### src/rtl/tsrb_map.svh
`ifndef TSRB_MAP_SVH
`define TSRB_MAP_SVH

// Pointer codes
`define TSRB_PTR_RESULT 2'h0
`define TSRB_PTR_SETUP 2'h1
`define TSRB_PTR_LOW 2'h2
`define TSRB_PTR_HIGH 2'h3

// Reset values
`define TSRB_SETUP_RST 16'h40a0
`define TSRB_LOW_RST 16'h4b00
`define TSRB_HIGH_RST 16'h5000
`define TSRB_RESULT_RST 16'h0000

// Setup field layout
`define TSRB_SETUP_WMASK 16'h9fd0
`define TSRB_SETUP_FIXED 16'h4000
`define TSRB_THR_MASK 16'hfff0
`define TSRB_B_FLAG 5
`define TSRB_B_RATE 6
`define TSRB_B_SHUT 8
`define TSRB_B_LATCH 9
`define TSRB_B_POL 10
`define TSRB_B_FAULT 11

// Sample rate and fault count codes
`define TSRB_RATE_Q 2'h0
`define TSRB_RATE_1 2'h1
`define TSRB_RATE_4 2'h2
`define TSRB_RATE_8 2'h3
`define TSRB_FAULT_N0 3'h1
`define TSRB_FAULT_N1 3'h2
`define TSRB_FAULT_N2 3'h4
`define TSRB_FAULT_N3 3'h6

// Timing
`define TSRB_CLK_KHZ 20000
`define TSRB_CONV_MS 34
`define TSRB_PER_Q_MS 4000
`define TSRB_PER_1_MS 1000
`define TSRB_PER_4_MS 250
`define TSRB_PER_8_MS 125

`endif

### src/rtl/tsrb_pkg.sv
package tsrb_pkg;

  typedef enum logic [2:0] {
    ST_CONV = 3'b001,
    ST_STBY = 3'b010,
    ST_SLEEP = 3'b100
  } state_type;

endpackage

### src/rtl/tsrb_register_bank.sv
`include "tsrb_map.svh"
// Summary of operation
// - Pointer is eight bits; only two low bits store, upper six read zero.
// - Pointer 0 result, 1 setup, 2 lower threshold, 3 upper threshold.
// - Result is read-only; setup and thresholds are readable and writable.
// - Sixteen-bit words move most significant byte first, then least.
// - Setup bits 0-3 and 13-14 are fixed at default, writes ignored.
// - Polarity low: flag reads 1 until upper threshold met N times, then 0.
// - Flag then stays 0 until lower threshold met N times, then returns 1.
// - Polarity bit inverts the active level of the limit flag.
// - In comparator style the flag equals the limit pin level.
// - Result changes only when a conversion completes.
// - Rate field 00/01/10/11 gives 0.25, 1, 4, 8 conversions per second.
// - Reset rate is one conversion every 250 ms.
// - First conversion starts right after reset; result after 34 ms.
// - Between conversions the block sits in standby until the timer fires.
// - Fault field 00/01/10/11 needs 1, 2, 4, 6 successive hits.
// - Thresholds hold twelve bits in 15:4; bits 3:0 read zero.
// - Polarity clear drives pin active low; set drives it active high.
module tsrb_register_bank #(
  parameter int unsigned CONV_CYC = `TSRB_CONV_MS * `TSRB_CLK_KHZ,
  parameter int unsigned PER_Q_CYC = `TSRB_PER_Q_MS * `TSRB_CLK_KHZ,
  parameter int unsigned PER_1_CYC = `TSRB_PER_1_MS * `TSRB_CLK_KHZ,
  parameter int unsigned PER_4_CYC = `TSRB_PER_4_MS * `TSRB_CLK_KHZ,
  parameter int unsigned PER_8_CYC = `TSRB_PER_8_MS * `TSRB_CLK_KHZ
) (
  input wire logic clock,
  input wire logic nrst,
  input wire logic xferStart,
  input wire logic ptrWrEn,
  input wire logic [7:0] ptrWrData,
  input wire logic dataWrEn,
  input wire logic [7:0] dataWrByte,
  input wire logic dataRdEn,
  input wire logic [11:0] adcCode,
  output logic [7:0] ptrRdData,
  output logic [7:0] rdByte,
  output logic convActive,
  output logic standby,
  output logic alertPin
);

  logic [1:0] ptr_q, ptr_d;
  logic phase_q, phase_d;
  logic [7:0] wrHold_q, wrHold_d;
  logic [15:0] rdHold_q, rdHold_d;
  logic [7:0] rdByte_q, rdByte_d;
  logic [15:0] setup_q, setup_d;
  logic [15:0] low_q, low_d;
  logic [15:0] high_q, high_d;
  logic [15:0] result_q, result_d;
  tsrb_pkg::state_type state_q, state_d;
  logic [31:0] timer_q, timer_d;
  logic [31:0] period_q, period_d;
  logic faultState_q, faultState_d;
  logic [2:0] faultCnt_q, faultCnt_d;
  logic intPend_q, intPend_d;

  logic active_level_sel, latchStyle, shut;
  logic [1:0] rateSel, faultSel;
  logic limitFlag, pinActive, commit, resultLoad, convStart, toggled, faultHit;
  logic [15:0] wrWord, setupRead, regRead;
  logic [2:0] faultNeed;

  assign active_level_sel = setup_q[`TSRB_B_POL];
  assign latchStyle = setup_q[`TSRB_B_LATCH];
  assign shut = setup_q[`TSRB_B_SHUT];
  assign rateSel = setup_q[`TSRB_B_RATE +: 2];
  assign faultSel = setup_q[`TSRB_B_FAULT +: 2];
  assign limitFlag = faultState_q ? active_level_sel : ~active_level_sel;
  assign pinActive = latchStyle ? intPend_q : faultState_q;
  assign alertPin = pinActive ? active_level_sel : ~active_level_sel;
  assign setupRead = setup_q | `TSRB_SETUP_FIXED | ({15'h0000, limitFlag} << `TSRB_B_FLAG);
  assign wrWord = {wrHold_q, dataWrByte};
  assign commit = dataWrEn & phase_q;
  assign ptrRdData = {6'h00, ptr_q};
  assign rdByte = rdByte_q;
  assign convActive = (state_q == tsrb_pkg::ST_CONV);
  assign standby = ~convActive;

  always_comb begin
    case (ptr_q)
      `TSRB_PTR_RESULT: regRead = result_q;
      `TSRB_PTR_SETUP: regRead = setupRead;
      `TSRB_PTR_LOW: regRead = low_q;
      default: regRead = high_q;
    endcase
  end

  always_comb begin
    case (faultSel)
      2'h0: faultNeed = `TSRB_FAULT_N0;
      2'h1: faultNeed = `TSRB_FAULT_N1;
      2'h2: faultNeed = `TSRB_FAULT_N2;
      default: faultNeed = `TSRB_FAULT_N3;
    endcase
  end

  always_comb begin
    ptr_d = ptr_q;
    phase_d = phase_q;
    wrHold_d = wrHold_q;
    rdHold_d = rdHold_q;
    rdByte_d = rdByte_q;
    setup_d = setup_q;
    low_d = low_q;
    high_d = high_q;
    if (ptrWrEn) begin
      ptr_d = ptrWrData[1:0];
    end
    if (ptrWrEn || xferStart) begin
      phase_d = 1'b0;
    end else if (dataWrEn || dataRdEn) begin
      phase_d = ~phase_q;
    end
    if (dataWrEn && !phase_q) begin
      wrHold_d = dataWrByte;
    end
    if (commit) begin
      case (ptr_q)
        `TSRB_PTR_SETUP: setup_d = (setup_q & ~`TSRB_SETUP_WMASK) | (wrWord & `TSRB_SETUP_WMASK);
        `TSRB_PTR_LOW: low_d = wrWord & `TSRB_THR_MASK;
        `TSRB_PTR_HIGH: high_d = wrWord & `TSRB_THR_MASK;
        default: setup_d = setup_q;
      endcase
    end
    // Word snapshot so both bytes come from one value
    if (dataRdEn) begin
      if (!phase_q) begin
        rdHold_d = regRead;
        rdByte_d = regRead[15:8];
      end else begin
        rdByte_d = rdHold_q[7:0];
      end
    end
  end

  always_ff @(posedge clock) begin
    if (!nrst) begin
      ptr_q <= `TSRB_PTR_RESULT;
      phase_q <= 1'b0;
      wrHold_q <= 8'h00;
      rdHold_q <= 16'h0000;
      rdByte_q <= 8'h00;
      setup_q <= `TSRB_SETUP_RST & `TSRB_SETUP_WMASK;
      low_q <= `TSRB_LOW_RST;
      high_q <= `TSRB_HIGH_RST;
    end else begin
      ptr_q <= ptr_d;
      phase_q <= phase_d;
      wrHold_q <= wrHold_d;
      rdHold_q <= rdHold_d;
      rdByte_q <= rdByte_d;
      setup_q <= setup_d;
      low_q <= low_d;
      high_q <= high_d;
    end
  end

  always_comb begin
    state_d = state_q;
    timer_d = timer_q;
    period_d = period_q;
    result_d = result_q;
    faultState_d = faultState_q;
    faultCnt_d = faultCnt_q;
    intPend_d = intPend_q;
    convStart = 1'b0;
    resultLoad = 1'b0;
    toggled = 1'b0;
    case (state_q)
      tsrb_pkg::ST_CONV: begin
        timer_d = timer_q + 32'h1;
        if (timer_q == CONV_CYC - 1) begin
          resultLoad = 1'b1;
          state_d = tsrb_pkg::ST_STBY;
        end
      end
      tsrb_pkg::ST_STBY: begin
        timer_d = timer_q + 32'h1;
        if (timer_q >= period_q - 1) begin
          timer_d = 32'h0;
          if (shut) begin
            state_d = tsrb_pkg::ST_SLEEP;
          end else begin
            convStart = 1'b1;
          end
        end
      end
      tsrb_pkg::ST_SLEEP: begin
        convStart = ~shut;
      end
      default: begin
        state_d = tsrb_pkg::ST_CONV;
        timer_d = 32'h0;
      end
    endcase
    if (convStart) begin
      state_d = tsrb_pkg::ST_CONV;
      timer_d = 32'h0;
      case (rateSel)
        `TSRB_RATE_Q: period_d = PER_Q_CYC;
        `TSRB_RATE_1: period_d = PER_1_CYC;
        `TSRB_RATE_4: period_d = PER_4_CYC;
        default: period_d = PER_8_CYC;
      endcase
    end
    // Thresholds count as hit when equalled
    faultHit = faultState_q ? ($signed(adcCode) <= $signed(low_q[15:4]))
                            : ($signed(adcCode) >= $signed(high_q[15:4]));
    if (resultLoad) begin
      result_d = {adcCode, 4'h0};
      if (faultHit) begin
        if (faultCnt_q + 3'h1 >= faultNeed) begin
          faultState_d = ~faultState_q;
          faultCnt_d = 3'h0;
          toggled = 1'b1;
        end else begin
          faultCnt_d = faultCnt_q + 3'h1;
        end
      end else begin
        faultCnt_d = 3'h0;
      end
    end
    // Latched style: any read or sleep clears, new event wins
    if (dataRdEn || shut || !latchStyle) begin
      intPend_d = 1'b0;
    end
    if (toggled && latchStyle) begin
      intPend_d = 1'b1;
    end
  end

  always_ff @(posedge clock) begin
    if (!nrst) begin
      state_q <= tsrb_pkg::ST_CONV;
      timer_q <= 32'h0;
      period_q <= PER_4_CYC;
      result_q <= `TSRB_RESULT_RST;
      faultState_q <= 1'b0;
      faultCnt_q <= 3'h0;
      intPend_q <= 1'b0;
    end else begin
      state_q <= state_d;
      timer_q <= timer_d;
      period_q <= period_d;
      result_q <= result_d;
      faultState_q <= faultState_d;
      faultCnt_q <= faultCnt_d;
      intPend_q <= intPend_d;
    end
  end
endmodule // tsrb_register_bank

### config.mk
export PLATFORM = sky130hd
export DESIGN_NAME = tsrb_register_bank
export DESIGN_NICKNAME = d
export VERILOG_FILES = /design/src/rtl/tsrb_pkg.sv /design/src/rtl/tsrb_register_bank.sv
export VERILOG_INCLUDE_DIRS = /design/src /design/src/rtl
export SDC_FILE = /design/constraint.sdc
export NUM_CORES = 1
export LEC_CHECK = 0
export BUFFER_PORTS_ARGS = -buffer_cell sky130_fd_sc_hd__buf_2
export CORE_MARGIN = 3
export CORE_UTILIZATION = 55
export CTS_CLUSTER_SIZE = 20
export DETAILED_ROUTE_END_ITERATION = 10
export GPL_ROUTABILITY_DRIVEN = 1
export HOLD_SLACK_MARGIN = 0.02
export PLACE_DENSITY = 0.75
export SKIP_LAST_GASP = 1
export SLEW_MARGIN = 5
export SYNTH_ARGS = -nofsm -noshare
export SYNTH_HDL_FRONTEND = slang
export SYNTH_SLANG_ARGS = --single-unit
### constraint.sdc
create_clock -name clock -period 5.54 [get_ports clock]
set_input_delay 0.554 -clock clock [delete_from_list [all_inputs] [get_ports clock]]
set_output_delay 0.554 -clock clock [all_outputs]
set_load 0.02 [all_outputs]
==> impl_summary.txt <==
----------------------------------------------------
[Run status]
  Run status ... finished, final reports clean

[Synthesis]
  Number of synthesized flops with an enable pin ... 0
  Syn avg cell area ... 8.53 µm²
  Number of different library cells in the post-synthesis netlist ... 56
  Commonest register cell after synthesis ... dfxtp_1
  Netlist Area Pre-Place ... about 6700 µm²
  Portion of the post-synthesis area used by sequential elements ... approximately a third
  FFs w/ async S/R, synth ... 0%
  Number of flip-flops and latches in the synthesized netlist ... 119
  Syn. warnings ... 0
  Instance count of the mapped netlist ... between 700 and 800

[Worst setup path]
  Element type at the critical path start ... flip-flop
  Crit path arrival time ... 4.39 ns
  Maximum net fanout on the critical path ... 31
  Data required time at the worst endpoint ... 5.89 ns
  Sort of element at the end of the critical path ... flip-flop
  Category of the most critical setup path ... flip-flop to flip-flop
  Crit-path max cell delay ... 0.60 ns
  Reg2reg setup slack ... ~1.5 ns
  Critical path cell sequence ... nor4_1, nand2_1, or4_1, nor2b_1, ha_1, a21oi_1, o21ai_0, a21oi_1, o211ai_1, nor4b_1, o21ai_2, buf_4, nor2_1
  Most repeated library cell on the critical path ... a21oi_1
  Max stage delay cell, worst path ... nor4b_1

[GRT]
  Vias in the first global route ... 5588
  GRT Total Usage ... 24.9%
  Largest net degree at the start of global routing ... 68
  Gr ovfl total ... 0
  Antenna violations before repair ... 0
  Wire length of the first global-routing pass ... 26.6 mm

[Timing]
  Setup TNS Final ... 0 ns
  Slew HR ... 20.5%
  Pins Over Slew Limit ... 0
  Setup repair after global routing missed its margin ... false
  Post-route fraction of the period consumed by the critical path ... 73.0%
  Minimum period implied by the final worst setup slack ... a little over 4 ns
  Setup violators final ... 0
  Least-Margin Pin Slew ... around 1.2 ns
  Timing-limited maximum frequency ... 247 MHz
  Final setup skew ... 0.00918 ns
  Hold violation total from the final report ... 0

[Min path]
  Class of the worst hold path ... input port to flip-flop

[CTS]
  CTS root buf ... clkbuf_16
  Num Clock Sinks ... 119
  Source-to-sink clock delay at the later pin of the worst-skew pair ... 0.42 ns
  Number of buffers inserted by post-CTS setup repair ... 0
  Clock-pin slew on the worst setup and hold paths ... 0.06 ns
  Clock tree from TritonCTS ... yes
  Hold bufs inserted after CTS ... 0
  Number of buffers between clock root and the deepest sink ... 2
  Cts repair resizes ... 0
  Total number of H-tree levels ... 4
  Number of CTS-inserted buffers ... 17

[Route]
  Post-DR wirelength/cell ... 16.2 µm
  Total number of vias ... around 5700
  Total Routed Length ... 15.8 mm
  Number of violations reported at the end of detailed-routing iteration 0 ... 395
  Number of detailed-routing iterations run before antenna repair ... 5
  Post-detailed-route via-to-cell ratio ... between 5 and 6
  Number of design rule violations left after detail routing ... 0
  Post-detailed-route count of antenna-violating nets ... 0

[Floorplanning]
  Effective utilization at floorplan ... 57.6%
  Site row count ... 39
  Die ar. ... around 14000 µm²
  DIE HEIGHT ... 117 µm
  IO Count ... 53
  DIE WIDTH ... 117 µm
  Core area ... around 12000 µm²

[Layout]
  Commonest cells after routing, fill and taps aside ... dfxtp_1 (119), nor2_1 (100), nand2_1 (89)
  Leading cell type in the layout, fill and taps excluded ... dfxtp_1
  Number of antenna cells inserted ... 0
  Area Overhead vs Synth ... 13.1%
  Total number of nets in the final design ... 920
  Layout cells sized above 1 ... about 10%

[Pwr]
  Maximum vdd ir drop ... around 0.00023 V
  Net Sw Frac ... 20.9%
  Clk network pwr share ... 54.4%
  Net switching power figure ... 0.454 mW
  Total Power Consumption ... about 2.2 mW
  Fraction of power consumed by combinational cells ... slightly below 5%
  Internal power consumption ... 1.72 mW
  Seq pwr share ... between 40% and 50%
  Power per standard cell area ... 285 nW/µm²
  Lkg Pwr ... around 3.0 nW

[Placement]
  HPWL reported at the end of detailed placement ... between 10 and 15 mm
  I/O Buffers ... 40
  Final weighted congestion of routability-driven global placement ... 0.923

[Flow run]
  Maximum capacitance violations ... 0

----------------------------------------------------
-- critical path, delay by kind of cell, from the launching register on --
family                     cells  cell delay, ns
and+or+nand+nor                6            2.24
AOI/OAI and AO/OA              5            0.73
DFF                            1            0.42
adders and majority gates      1            0.31
buffers and inverters          1            0.25
-- state kept, by name (all words and copies together) (netlist names) --
signal,cells
result_q,12
faultCnt_q,3
faultState_q,1
low_q,12
intPend_q,1
rdHold_q,5
period_q,10
high_q,12
ptr_q,2
timer_q,32
wrHold_q,8
rdByte,8
state_q,3
setup_q,9
phase_q,1
-- path summary, 6_finish.rpt --
path,startpoint,to,depth (start not counted)
max,period_q[23],timer_q[14],13
min,xferStart,phase_q,2
max reg2reg,period_q[23],timer_q[14],13
min reg2reg,setup_q[15],setup_q[15],2
-- layer usage --
metal | part of all wire [%] | global-route usage, % | vias up
li1 | - | - | 2815
met1 | 43 | 29.3 | 2704
met2 | 51 | 43.1 | 121
met3 | 3.8 | 6.27 | 36
met4 | 2.7 | 10.2 | 0
met5 | 0 | 0 | -
-- area by class of cell --
class | instances | area (µm²)
tap | 143 | 179
inverter | 40 | 150
multi-input combinational | 598 | 4060
clock buffer | 23 | 458
timing repair buffer | 44 | 230
fill | 990 | 4090
clock inverter | 8 | 171
sequential | 119 | 2380
-- kinds of logic (layout without fill, tap and decap cells) --
group                      count (synthesis)  count (layout)  synth area share (%)
xor gates and xnor gates                  43              43                  5.58
other                                      1               6                0.0556
DFF                                      119             119                  35.3
and+or+nand+nor                          312             312                  21.9
adders and majority gates                 66              66                  12.2
AOI/OAI and AO/OA                        126             126                  11.5
muxes                                     45              45                  8.55
buffers and inverters                     79             115                  4.88
-- metrics by stage --
step	instance area, µm²	setup WS (ns)	util (%)	cells	hold WS [ns]
finish	7630	1.50	65.1	975	0.293
global route	7630	1.20	65.1	975	0.281
CTS	7630	1.50	65.1	975	0.279
detailed placement	7000	1.52	59.7	944	0.454
global placement	7000	1.65	59.7	944	0.443
floorplan	6760	2.24	-	796	0.433
-- cells in the mapped netlist, types with 11 or more instances --
| cell type | n | area [µm²] |
|---|---|---|
| dfxtp_1 | 119 | 2380 |
| nor2_1 | 100 | 375 |
| nand2_1 | 89 | 334 |
| ha_1 | 66 | 826 |
| a21oi_1 | 55 | 275 |
| inv_1 | 40 | 150 |
| mux2i_1 | 34 | 340 |
| clkbuf_1 | 25 | 93.8 |
| xor2_1 | 25 | 219 |
| nand3_1 | 24 | 120 |
| nand4_1 | 19 | 119 |
| o21ai_0 | 18 | 90.1 |
| xnor2_1 | 18 | 158 |
| nor3_1 | 13 | 65.1 |
| o211ai_1 | 12 | 90.1 |
| a211oi_1 | 11 | 82.6 |
-- power groups by stage --
stage / Sequential, mW / Combinational [mW] / Clock [mW]
2_1_floorplan: 0.897 / 0.0740 / 0
3_3_place_gp: 0.901 / 0.101 / 0
3_5_place_dp: 0.902 / 0.105 / 0
4_1_cts: 0.884 / 0.105 / 1.19
5_1_grt: 0.885 / 0.117 / 1.24
6_report: 0.884 / 0.106 / 1.18
No activity file was read; power rests on OpenSTA's default activity.
